### config.mk
export PLATFORM = sky130hd
export DESIGN_NAME = hs_cfg_regs
export DESIGN_NICKNAME = d
export VERILOG_FILES = /design/src/include/hs_cfg_pkg.sv /design/src/rtl/hs_cfg_regs.sv
export VERILOG_INCLUDE_DIRS = /design/src /design/src/include
export SDC_FILE = /design/constraint.sdc
export NUM_CORES = 1
export LEC_CHECK = 0
export ABC_CLOCK_PERIOD_IN_PS = 5500
export BUFFER_PORTS_ARGS = -buffer_cell sky130_fd_sc_hd__buf_4
export CORE_MARGIN = 5
export CORE_UTILIZATION = 45
export CTS_CLUSTER_DIAMETER = 100
export DETAILED_ROUTE_END_ITERATION = 7
export GPL_ROUTABILITY_DRIVEN = 1
export HOLD_SLACK_MARGIN = 0.15
export PLACE_DENSITY = 0.64
export SYNTH_ARGS = -nofsm -noshare
export SYNTH_HDL_FRONTEND = slang
export SYNTH_SLANG_ARGS = --single-unit
### constraint.sdc
create_clock -name ref_clk -period 5.5 [get_ports ref_clk]
set_clock_uncertainty 0.15 [all_clocks]
set_input_delay 1.1 -clock ref_clk [delete_from_list [all_inputs] [get_ports ref_clk]]
set_output_delay 1.1 -clock ref_clk [all_outputs]
set_load 0.01 [all_outputs]
### src/include/hs_cfg_defs.svh
// Offsets, field positions, reset values and timing counts for the
// high-side output configuration register bank.
// Assumes a 10 MHz system clock and a 7-bit SPI register address.
`ifndef HS_CFG_DEFS_SVH
`define HS_CFG_DEFS_SVH

// ==========================================================================
// Register addresses (7-bit SPI address space)
`define ADDR_SHUTDOWN_POLICY  7'h10
`define ADDR_SOURCE_A         7'h14
`define ADDR_SOURCE_B         7'h15
`define ADDR_PIN_FUNCTION     7'h17
`define ADDR_PWM_ONE_DUTY     7'h18

// ==========================================================================
// Field positions and masks
`define POS_OV_SD_DISABLE     6
`define POS_UV_SD_DISABLE     5
`define POS_RECOVERY          4
`define MASK_SHUTDOWN_POLICY  8'h70
`define MASK_SOURCE           8'h77
`define RESET_VALUE           8'h00

// ==========================================================================
// Switch source codes
`define SRC_OFF               3'h0
`define SRC_ON                3'h1
`define SRC_TIMER_ONE         3'h2
`define SRC_TIMER_TWO         3'h3
`define SRC_PWM_ONE           3'h4
`define SRC_PWM_TWO           3'h5

// ==========================================================================
// Pin function codes
`define PIN_OFF               3'h4
`define PIN_WAKE              3'h5
`define PIN_LOW_SIDE_ON       3'h6
`define PIN_HIGH_SIDE_ON      3'h7

// ==========================================================================
// PWM timing: 200 Hz or 400 Hz carrier with 255 steps per period
`define CLK_FREQ_HZ           10000000
`define PWM_SLOW_HZ           200
`define PWM_FAST_HZ           400
`define PWM_STEPS             255
`define PWM_SLOW_TICK  (`CLK_FREQ_HZ / (`PWM_SLOW_HZ * `PWM_STEPS))
`define PWM_FAST_TICK  (`CLK_FREQ_HZ / (`PWM_FAST_HZ * `PWM_STEPS))

`endif

### src/include/hs_cfg_pkg.sv
// Types shared by the high-side output configuration register bank.
// Assumes hs_cfg_defs.svh is on the include path.
package hs_cfg_pkg;

  // ========================================================================
  // Frame receive states
  typedef enum logic [1:0] {
    FRAME_IDLE = 2'b00,
    FRAME_SHIFT = 2'b01,
    FRAME_DONE = 2'b10
  } frame_state_t;

  typedef logic [2:0] source_code_t;
  typedef logic [7:0] reg_byte_t;

endpackage

### src/rtl/hs_cfg_regs.sv
// Configuration register bank for four high-side switches, two high-voltage
// pins and PWM generator one, reached through a 16-bit SPI frame.
// Assumes SPI pins are already synchronous to ref_clk and that fault inputs
// are single-cycle or level indications from the analog switch drivers.
`timescale 1ns/1ps
`include "hs_cfg_defs.svh"

// Behaviour
// - Reserved bits read zero regardless of writes.
// - Bit 6 clear: switch-supply overvoltage shuts all switches off.
// - Bit 5 clear: switch-supply undervoltage shuts all switches off.
// - Bit 4 set: switches resume prior state after supply fault clears.
// - Source codes 000 off, 001 on, 010 timer one, 011 timer two.
// - Source 100 PWM one, 101 PWM two, 110/111 reserved.
// - Switches one/two at bits 2:0/6:4, three/four in next register.
// - Overcurrent or overtemperature clears that switch source field.
// - Pin two function in bits 5:3 with fail output three.
// - Pin one function in bits 2:0 with fail output two.
// - Bits 7:6 give fail output three duty: 20, 10, 5, 2.5 percent.
// - PWM one on fraction equals duty value over 255.
// - Power-on and soft reset clear all registers.
// - Restart keeps shutdown policy bits 6:4, clears the rest.
// - Restart clears both switch source registers.
// - Restart leaves pin function and PWM one duty unchanged.
// - A cyclic timer runs once assigned and on-time written.
// - PWM runs at 200 Hz with select 0, 400 Hz with select 1.
// - Frame: 7-bit address, access-mode bit, data byte.
module hs_cfg_regs (
  // Clock and resets
  input  wire logic                    ref_clk,
  input  wire logic                    sys_rst,
  input  wire logic                    soft_rst,
  input  wire logic                    restart_entry,
  // SPI, synchronous to ref_clk
  input  wire logic                    spi_cs_n,
  input  wire logic                    spi_sck,
  input  wire logic                    spi_mosi,
  output logic                         spi_miso,
  // Supply and switch fault indications
  input  wire logic                    supply_overvoltage,
  input  wire logic                    supply_undervoltage,
  input  wire logic [3:0]              switch_fault,
  // Sources from neighbouring blocks
  input  wire logic                    cyclic_timer_one,
  input  wire logic                    cyclic_timer_two,
  input  wire logic                    pwm_generator_two,
  input  wire logic                    pwm_one_fast,
  // Switch and pin controls
  output logic [3:0]                   switch_on,
  output hs_cfg_pkg::source_code_t     hv_pin_one_function,
  output hs_cfg_pkg::source_code_t     hv_pin_two_function,
  output logic [1:0]                   fail_output_duty,
  output logic                         pwm_generator_one
);
  import hs_cfg_pkg::*;

  localparam int SLOW_TICK = `PWM_SLOW_TICK;
  localparam int FAST_TICK = `PWM_FAST_TICK;

  // ========================================================================
  // Register state
  reg_byte_t    switch_shutdown_policy;
  reg_byte_t    high_side_source_select_a;
  reg_byte_t    high_side_source_select_b;
  reg_byte_t    hv_pin_function_select;
  reg_byte_t    pwm_one_duty;
  reg_byte_t    next_policy;
  reg_byte_t    next_src_a;
  reg_byte_t    next_src_b;
  reg_byte_t    next_pin;
  reg_byte_t    next_duty;
  // Frame receiver state
  frame_state_t frame_state;
  frame_state_t next_frame_state;
  logic [15:0]  shift_in;
  logic [15:0]  next_shift_in;
  logic [4:0]   bit_count;
  logic [4:0]   next_bit_count;
  logic [7:0]   shift_out;
  logic [7:0]   next_shift_out;
  logic         sck_prev;
  logic         write_strobe;
  logic [6:0]   frame_addr;
  logic [7:0]   frame_data;
  reg_byte_t    read_value;
  // Supply fault handling
  logic         supply_cut;
  logic [3:0]   held_off;
  logic [3:0]   next_held_off;
  logic [3:0]   raw_on;
  // PWM generator one
  logic [19:0]  tick_count;
  logic [19:0]  next_tick_count;
  logic [7:0]   phase;
  logic [7:0]   next_phase;

  // ========================================================================
  // SPI frame: address in bits 15:9, write flag bit 8, data byte 7:0.
  // The write flag is taken as set for a write access.
  assign frame_addr   = shift_in[15:9];
  assign frame_data   = shift_in[7:0];
  assign write_strobe = (frame_state == FRAME_DONE) && shift_in[8];

  // Readback select. After eight bits the address sits in bits 7:1.
  always_comb begin
    unique case (shift_in[7:1])
      `ADDR_SHUTDOWN_POLICY: read_value = switch_shutdown_policy;
      `ADDR_SOURCE_A:        read_value = high_side_source_select_a;
      `ADDR_SOURCE_B:        read_value = high_side_source_select_b;
      `ADDR_PIN_FUNCTION:    read_value = hv_pin_function_select;
      `ADDR_PWM_ONE_DUTY:    read_value = pwm_one_duty;
      default:               read_value = `RESET_VALUE;
    endcase
  end

  // Receiver sequencing: shift on rising sck, latch read byte after the
  // address byte so the data phase can return it on the same frame.
  always_comb begin
    next_frame_state = frame_state;
    next_shift_in    = shift_in;
    next_bit_count   = bit_count;
    next_shift_out   = shift_out;
    unique case (frame_state)
      FRAME_IDLE: begin
        next_bit_count = 5'd0;
        if (!spi_cs_n) begin
          next_frame_state = FRAME_SHIFT;
        end
      end
      FRAME_SHIFT: begin
        if (spi_cs_n) begin
          next_frame_state = (bit_count == 5'd16) ? FRAME_DONE : FRAME_IDLE;
        end else if (spi_sck && !sck_prev) begin
          next_shift_in  = {shift_in[14:0], spi_mosi};
          next_bit_count = bit_count + 5'd1;
          if (bit_count == 5'd8) begin
            next_shift_out = read_value;
          end else begin
            next_shift_out = {shift_out[6:0], 1'b0};
          end
        end
      end
      FRAME_DONE: next_frame_state = FRAME_IDLE;
      default:    next_frame_state = FRAME_IDLE;
    endcase
  end

  always_ff @(posedge ref_clk) begin
    if (sys_rst) begin
      frame_state <= FRAME_IDLE;
      shift_in    <= 16'h0000;
      bit_count   <= 5'd0;
      shift_out   <= 8'h00;
      sck_prev    <= 1'b0;
    end else begin
      frame_state <= next_frame_state;
      shift_in    <= next_shift_in;
      bit_count   <= next_bit_count;
      shift_out   <= next_shift_out;
      sck_prev    <= spi_sck;
    end
  end

  assign spi_miso = shift_out[7];

  // ========================================================================
  // Register updates. Fault clearing is applied after the write so a
  // fault in the same cycle as a write still leaves the field off.
  always_comb begin
    next_policy = switch_shutdown_policy;
    next_src_a  = high_side_source_select_a;
    next_src_b  = high_side_source_select_b;
    next_pin    = hv_pin_function_select;
    next_duty   = pwm_one_duty;
    if (write_strobe) begin
      unique case (frame_addr)
        `ADDR_SHUTDOWN_POLICY:
          next_policy = frame_data & `MASK_SHUTDOWN_POLICY;
        `ADDR_SOURCE_A: next_src_a = frame_data & `MASK_SOURCE;
        `ADDR_SOURCE_B: next_src_b = frame_data & `MASK_SOURCE;
        `ADDR_PIN_FUNCTION: next_pin = frame_data;
        `ADDR_PWM_ONE_DUTY: next_duty = frame_data;
        default: next_policy = switch_shutdown_policy;
      endcase
    end
    // Overcurrent or overtemperature turns the source field to off.
    if (switch_fault[0]) next_src_a[2:0] = `SRC_OFF;
    if (switch_fault[1]) next_src_a[6:4] = `SRC_OFF;
    if (switch_fault[2]) next_src_b[2:0] = `SRC_OFF;
    if (switch_fault[3]) next_src_b[6:4] = `SRC_OFF;
    // Restart keeps policy and pin/duty configuration, drops sources.
    if (restart_entry) begin
      next_policy = switch_shutdown_policy & `MASK_SHUTDOWN_POLICY;
      next_src_a  = `RESET_VALUE;
      next_src_b  = `RESET_VALUE;
    end
  end

  always_ff @(posedge ref_clk) begin
    if (sys_rst || soft_rst) begin
      switch_shutdown_policy    <= `RESET_VALUE;
      high_side_source_select_a <= `RESET_VALUE;
      high_side_source_select_b <= `RESET_VALUE;
      hv_pin_function_select    <= `RESET_VALUE;
      pwm_one_duty              <= `RESET_VALUE;
    end else begin
      switch_shutdown_policy    <= next_policy;
      high_side_source_select_a <= next_src_a;
      high_side_source_select_b <= next_src_b;
      hv_pin_function_select    <= next_pin;
      pwm_one_duty              <= next_duty;
    end
  end

  // ========================================================================
  // Source decode per switch; reserved codes fall to off. Timer inputs
  // only toggle once the timer block has an on-time written.
  function automatic logic pick(input source_code_t code,
                                input logic t1, t2, p1, p2);
    unique case (code)
      `SRC_ON:        pick = 1'b1;
      `SRC_TIMER_ONE: pick = t1;
      `SRC_TIMER_TWO: pick = t2;
      `SRC_PWM_ONE:   pick = p1;
      `SRC_PWM_TWO:   pick = p2;
      default:        pick = 1'b0;
    endcase
  endfunction

  always_comb begin
    raw_on[0] = pick(high_side_source_select_a[2:0], cyclic_timer_one,
                     cyclic_timer_two, pwm_generator_one, pwm_generator_two);
    raw_on[1] = pick(high_side_source_select_a[6:4], cyclic_timer_one,
                     cyclic_timer_two, pwm_generator_one, pwm_generator_two);
    raw_on[2] = pick(high_side_source_select_b[2:0], cyclic_timer_one,
                     cyclic_timer_two, pwm_generator_one, pwm_generator_two);
    raw_on[3] = pick(high_side_source_select_b[6:4], cyclic_timer_one,
                     cyclic_timer_two, pwm_generator_one, pwm_generator_two);
  end

  // ========================================================================
  // Supply fault shutdown. Without recovery a cut switch stays off until
  // any register write frame or restart (either one releases all four switches).
  assign supply_cut =
    (supply_overvoltage && !switch_shutdown_policy[`POS_OV_SD_DISABLE]) ||
    (supply_undervoltage && !switch_shutdown_policy[`POS_UV_SD_DISABLE]);
  // Armed for the whole cut, so no switch blips on as the cut ends.
  always_comb begin
    next_held_off = held_off;
    if (write_strobe || restart_entry) begin
      next_held_off = 4'h0;
    end
    if (supply_cut && !switch_shutdown_policy[`POS_RECOVERY]) begin
      next_held_off = 4'hF;
    end
  end

  always_ff @(posedge ref_clk) begin
    if (sys_rst || soft_rst) begin
      held_off <= 4'h0;
    end else begin
      held_off <= next_held_off;
    end
  end

  assign switch_on = (supply_cut ? 4'h0 : raw_on & ~held_off);
  assign hv_pin_one_function = hv_pin_function_select[2:0];
  assign hv_pin_two_function = hv_pin_function_select[5:3];
  assign fail_output_duty    = hv_pin_function_select[7:6];

  // ========================================================================
  // PWM generator one: 255 phase steps, step length chosen by frequency.
  always_comb begin
    next_tick_count = tick_count + 20'd1;
    next_phase      = phase;
    if (tick_count >= 20'(pwm_one_fast ? FAST_TICK - 1 : SLOW_TICK - 1)) begin
      next_tick_count = 20'd0;
      next_phase = (phase == 8'd254) ? 8'd0 : phase + 8'd1;
    end
  end

  always_ff @(posedge ref_clk) begin
    if (sys_rst) begin
      tick_count        <= 20'd0;
      phase             <= 8'd0;
      pwm_generator_one <= 1'b0;
    end else begin
      tick_count        <= next_tick_count;
      phase             <= next_phase;
      pwm_generator_one <= (phase < pwm_one_duty);
    end
  end
endmodule // hs_cfg_regs

==> reports/metrics.yaml, run 1 <==
routing:
  dr.pass1.iters: 4
  route.detailed.wl_per_inst_um: 14.9
  wl_um: 9300
  viasPerCell: 5.39
  drt.antenna.violating_nets: 0
  drtIter0Drc: 193
  drcViolationCount: 0
  vias: 3375
logic_synthesis:
  syn_inst: 483
  ys_types: 50
  syn_area_per_cell_sq_um: 8.78
  yosys.area_share.simple_pct: 21.0
  synth-main-ff-cell: "dfxtp_1"
  synthAdderAreaFrac_pct: 4.42
  synth_top_family_by_area: "simple AND/OR/NAND/NOR gates"
  ys_seq_elements: 93
  synth_compound_area_share_pct: 14.5
  synthXorXnorAreaFrac_pct: 1.86
  yosysWarnings: 0
  synth-edff-count: 0
  ys_seq_area_share_pct: 43.9
  syn_area_sq_mm: 0.00424
  synth.area.mux_share_pct: 10.0
  ys_async_sr_fraction_pct: 0
timing:
  fmax_mhz: 303
  tns_ps: 0
  setup_viol: 0
  fin_crit_ps: 3300
  rsz0062_at_grt: "false"
  slew_headroom_pct: 29.5
  fin_crit_sh_pct: 60.0
  hold_viol: 0
  drv_slew: 0
  tightest_slew_ps: 1050
power:
  power.total_mw: 1.17
  ir_drop_mv: 0.159
  powerDensity_mw_per_mm2: 247
  p_leak_nw: 1.85
clock_network:
  clkLatencyLatePin_ps: 370
  cts.repair.resized: 0
  cts.sinks: 93
  cts_tree: "built"
  clk_pin_slew_worst_paths_ps: 80
  cts_hold_buffers: 0
  cts.path.max_buffers: 2
  root_buffer: "clkbuf_8"
  htreeDepth: 3
  numCtsBuffers: 9
  cts_setup_buffers: 0
placement:
  place_hpwl_um: 6650
  gp_congestion: 0.822
  placed_area_sq_mm: 0.00455
  port_buffers: 30
critical_path:
  cpMostUsedCell: "buf_4"
  cp.arrival_ps: 2050
  start_kind: "primary input"
  crit_family: "simple AND/OR/NAND/NOR gates"
  critPathMaxFanout: 4
  crit_type: "primary input to primary output"
  cpMaxStageDelayCell: "or2_2"
  slowest_delay_ps: 330
  crit_path_end_kind: "primary output"
  required_ps: 4250
  crit_path_cell_trace: "buf_4 > inv_1 > o22ai_1 > or2_2 > a221oi_1 > buf_4"
  crit_buf_inv: 3
global_routing:
  grt_pass1_wl_um: 15300
  use_met1_pct: 21.7
  grt_usage_pct: 16.7
  antenna_found_initial: 0
  grt_max_degree: 40
  met2_usage_pct: 26.3
  grt_pass1_vias: 3183
  busiest_layer: "met2"
  grt_overflow: 0
  use_met3_pct: 4.58
finish:
  diodes: 0
  drive_above_1_share_pct: 11.5
  nets: 542
  fin_area_sq_mm: 0.00474
  finish.utilization_pct: 51.6
  area_growth_pct: 11.8
run_status:
  run_status: "completed"
floorplan:
  io_pins: 31
  core_area_sq_mm: 0.00920
  die_y_um: 107
  start_util_pct: 46.1
  num_rows: 35
  die_area_sq_mm: 0.0115
  die_w_um: 107
worst_hold_path:
  hp-class: "register to register"
job:
  drv_cap: 0
Yosys cell counts (all sizes together), types with 4 or more instances:
library cell | instances | area share [%]
a211oi | 7 | 1.2
a21o | 6 | 1.1
a21oi | 45 | 5.3
and3 | 4 | 0.59
buf | 5 | 0.56
clkbuf | 19 | 1.7
dfxtp | 93 | 44
ha | 15 | 4.4
inv | 22 | 1.9
mux2i | 39 | 9.2
nand2 | 50 | 4.4
nand3 | 8 | 0.94
nand3b | 6 | 1.1
nor2 | 61 | 5.4
nor3 | 8 | 0.94
nor4 | 7 | 2.1
o21ai | 16 | 1.9
o22ai | 4 | 0.59
or3 | 11 | 1.6
xor2 | 7 | 1.4
cell usage in the layout, fill, tap and decap left out, types with 4 or more instances in the layout:
cell and instances:
o22ai_1 4, a21oi_1 45, o21ai_0 16, clkbuf_8 12, ha_1 15, nand2_1 50, nor4_1 4, nand3b_1 6
xor2_1 7, nand3_1 8, inv_1 22, dfxtp_1 93, a211oi_1 7, buf_4 30, and3_1 4, a21o_1 6
conb_1 11, mux2i_1 39, nor3_1 8, nor2_1 61, or3_1 11
report_power, final:
group | internal, mW | total (mW) | switching, mW
logic | 0.0189 | 0.0439 | 0.0250
clock network | 0.203 | 0.441 | 0.238
registers | 0.682 | 0.688 | 0.00683
total | 0.904 | 1.17 | 0.270
metrics by stage:
| stage | worst slack (ps) | hold slack [ps] | cells |
|---|---|---|---|
| floorplan | 2390 | 279 | 493 |
| global placement | 2190 | 288 | 610 |
| detailed placement | 2180 | 297 | 610 |
| CTS | 2180 | 308 | 626 |
| global route | 2110 | 319 | 626 |
| finish | 2200 | 305 | 626 |
registers in the layout, summed over array words and instances, names as in the netlist:
register                   count
tick_count                    20
shift_in                      16
hv_pin_function_select         8
phase                          8
pwm_one_duty                   8
shift_out                      8
high_side_source_select_a      6
high_side_source_select_b      6
bit_count                      5
switch_shutdown_policy         3
frame_state                    2
held_off                       1
pwm_generator_one              1
sck_prev                       1
worst paths after layout:
path                           start      endpoint  slack [ps]  depth (start not counted)
setup / recovery  supply_overvoltage  switch_on[0]        2200                          6
hold / removal          shift_out[5]  shift_out[5]         310                          2
setup reg to reg      frame_state[1]  shift_out[1]        3260                          5
hold reg to reg         shift_out[5]  shift_out[5]         310                          2
routing by layer:
| layer | share of wire [%] | up-vias |
|---|---|---|
| li1 | - | 1742 |
| met1 | 48 | 1555 |
| met2 | 45 | 66 |
| met3 | 5.6 | 12 |
| met4 | 1.8 | 0 |
| met5 | 0 | - |
final cells by class:
class | count | area (sq um)
clock inverters | 4 | 30.0
multi-input cells | 354 | 2240
clock buffers | 12 | 165
fillers | 893 | 4450
repair buffers | 30 | 225
inverters | 22 | 82.6
flip-flops and latches | 93 | 1860
well taps | 111 | 139
cell families after synthesis:
| logic type | after synthesis |
|---|---|
| and+or+nand+nor | 177 |
| AOI/OAI and AO/OA | 100 |
| DFF | 93 |
| buffers and inverters | 46 |
| muxes | 42 |
| adders and majority gates | 15 |
| xor gates and xnor gates | 9 |
| other | 1 |
worst register-to-register path: stages (launching register included):
cell,delay [ps]
dfxtp_1,370
nor2_1,140
nand3_1,740
nor3_1,600
nand2_1,90
o21ai_0,80
(Power assumes the default switching activity.)
==> run 2, diff against run 1 <==
--- a/config.mk
+++ b/config.mk
@@ -6,7 +6,7 @@
 export SDC_FILE = /design/constraint.sdc
 export NUM_CORES = 1
 export LEC_CHECK = 0
-export ABC_CLOCK_PERIOD_IN_PS = 5500
+export ABC_CLOCK_PERIOD_IN_PS = 3450
 export BUFFER_PORTS_ARGS = -buffer_cell sky130_fd_sc_hd__buf_4
 export CORE_MARGIN = 5
 export CORE_UTILIZATION = 45
==> constraint.sdc (replaced) <==
create_clock -name ref_clk -period 3.45 [get_ports ref_clk]
set_clock_uncertainty 0.15 [all_clocks]
set_input_delay 0.69 -clock ref_clk [delete_from_list [all_inputs] [get_ports ref_clk]]
set_output_delay 0.69 -clock ref_clk [all_outputs]
set_load 0.01 [all_outputs]
==> run 2 against run 1 <==
Die area stayed put. Cell area up 0.71%. Register-to-register slack got worse by 2000 ps. Worst hold slack got worse by 0.58 ps. Critical path depth stayed put. Sequential share of layout area decreased by 0.28 points. Count of clock-buffer cells in the layout unchanged. Clock power grew 80%. Non-clock buffer count increased by 2. Via count up 2.0%. Utilization increased by 0.37 points. Sequential power up 60%. Largest cell class unchanged. Largest power group unchanged. Highest routed layer unchanged.
==> reports/metrics.yaml, run 2 (same netlist as run 1, synthesis figures left out) <==
power:
  power_frac_clock_pct: 40.4
  p_seq_share_pct: 55.9
  ir_drop_mv: 0.211
  switchingPower_mw: 0.419
  combPwrFrac_pct: 3.7
  p_sw_share_pct: 21.3
  powerDensity_mw_per_mm2: 411
  p_int_mw: 1.55
  p_leak_nw: 1.87
  power.total_mw: 1.96
floorplan:
  start_util_pct: 46.1
  die_area_sq_mm: 0.0115
  die_y_um: 107
  die_w_um: 107
  core_area_sq_mm: 0.00920
  io_pins: 31
  num_rows: 35
critical_path:
  crit_path_cell_trace: "buf_4 > inv_1 > o22ai_1 > or2_2 > a221oi_1 > buf_4"
  slowest_delay_ps: 340
  cp.arrival_ps: 1640
  critPathMaxFanout: 4
  r2r_slack_ps: 1230
  crit_path_end_kind: "primary output"
  required_ps: 2610
  crit_buf_inv: 3
  crit_family: "simple AND/OR/NAND/NOR gates"
  start_kind: "primary input"
  crit_type: "primary input to primary output"
  cpMostUsedCell: "buf_4"
  cpMaxStageDelayCell: "or2_2"
global_routing:
  met2_usage_pct: 27.3
  grt_overflow: 0
  grt_pass1_wl_um: 15600
  grt_usage_pct: 16.9
  use_met3_pct: 3.67
  grt_max_degree: 40
  antenna_found_initial: 0
  busiest_layer: "met2"
  use_met1_pct: 22.9
  grt_pass1_vias: 3165
clock_network:
  htreeDepth: 3
  cts.path.max_buffers: 2
  root_buffer: "clkbuf_8"
  cts_tree: "built"
  clkLatencyLatePin_ps: 360
  cts.repair.resized: 0
  cts_setup_buffers: 0
  cts.sinks: 93
  cts_hold_buffers: 0
  clk_pin_slew_worst_paths_ps: 90
  numCtsBuffers: 9
finish:
  layout_common_cells: "dfxtp_1, nor2_1, nand2_1"
  fillers: 891
  largest_reg_flops: 20
  nets: 544
  area_growth_pct: 12.6
  seq_area_sq_mm: 0.00186
  drive_above_1_share_pct: 11.2
  reg_top3: "tick_count: 20 flops, shift_in: 16 flops"
  mostFrequentLayoutCell: "dfxtp_1"
  finish.utilization_pct: 51.9
  multiInputGateArea_sq_mm: 0.00224
  diodes: 0
  largest_register: "tick_count"
routing:
  vias: 3441
  route.detailed.wl_per_inst_um: 15.3
  dr.pass1.iters: 4
  drcViolationCount: 0
  viasPerCell: 5.49
  wl_um: 9570
  drtIter0Drc: 159
  drt.antenna.violating_nets: 0
run_status:
  run_status: "completed"
placement:
  gp_congestion: 0.831
  port_buffers: 30
  place_hpwl_um: 6940
timing:
  drv_slew: 0
  fin_crit_sh_pct: 72.0
  rsz0062_at_grt: "false"
  hold_viol: 0
  slew_headroom_pct: 43.4
  fin_crit_ps: 2480
  tns_ps: 0
  setup_viol: 0
  tightest_slew_ps: 846
  fmax_mhz: 403
worst_hold_path:
  hp-class: "register to register"
job:
  drv_cap: 0
-- run 2: changes by cell type in the layout (fill, tap and decap cells not counted), sizes merged --
cell and delta:
buf +2, bufinv +2, clkinv -2, clkinvlp -1
-- run 2: final timing paths --
check                           cells after the start                start            to
worst max-delay path                                6  supply_undervoltage  switch_on[0]
worst max register to register                      5          shift_in[1]  shift_out[7]
worst min register to register                      2         shift_out[5]  shift_out[5]
worst min-delay path                                2         shift_out[5]  shift_out[5]
-- run 2: worst register-to-register path: stages (launching register included) --
cell	delay, ps
dfxtp_1	860
and4b_1	390
and2_1	270
a32oi_1	90
o21ai_0	230
o211a_1	170
-- run 2: power groups by stage --
stage               Combinational, mW  Sequential [mW]  Clock [mW]
finish                         0.0727             1.10       0.794
detailed placement             0.0729             1.12           0
CTS                            0.0730             1.10       0.809
floorplan                      0.0423             1.12           0
global route                   0.0815             1.10       0.858
global placement               0.0712             1.12           0
-- run 2: per-layer routing --
metal | vias to the layer above | share of wire [%]
li1 | 1735 | -
met1 | 1655 | 49
met2 | 42 | 47
met3 | 9 | 3.1
met4 | 0 | 0.76
met5 | - | 0
-- run 2: area by class of cell --
type / count / share of cell area [%]
Timing Repair Buffer: 32 / 5.03
Inverter: 22 / 1.73
Multi-Input combinational cell: 354 / 46.9
Tap cell: 111 / 2.91
Clock inverter: 3 / 1.44
Sequential cell: 93 / 39.0
Clock buffer: 12 / 3.04
-- run 2: stage by stage --
| stage | setup WS, ps | area (sq um) | instances | hold slack, ps |
|---|---|---|---|---|
| 2_1_floorplan | 1160 | 4280 | 493 | 279 |
| 3_3_place_gp | 964 | 4560 | 612 | 285 |
| 3_5_place_dp | 899 | 4560 | 612 | 298 |
| 4_1_cts | 960 | 4780 | 627 | 312 |
| 5_1_grt | 891 | 4780 | 627 | 337 |
| 6_report | 966 | 4780 | 627 | 305 |
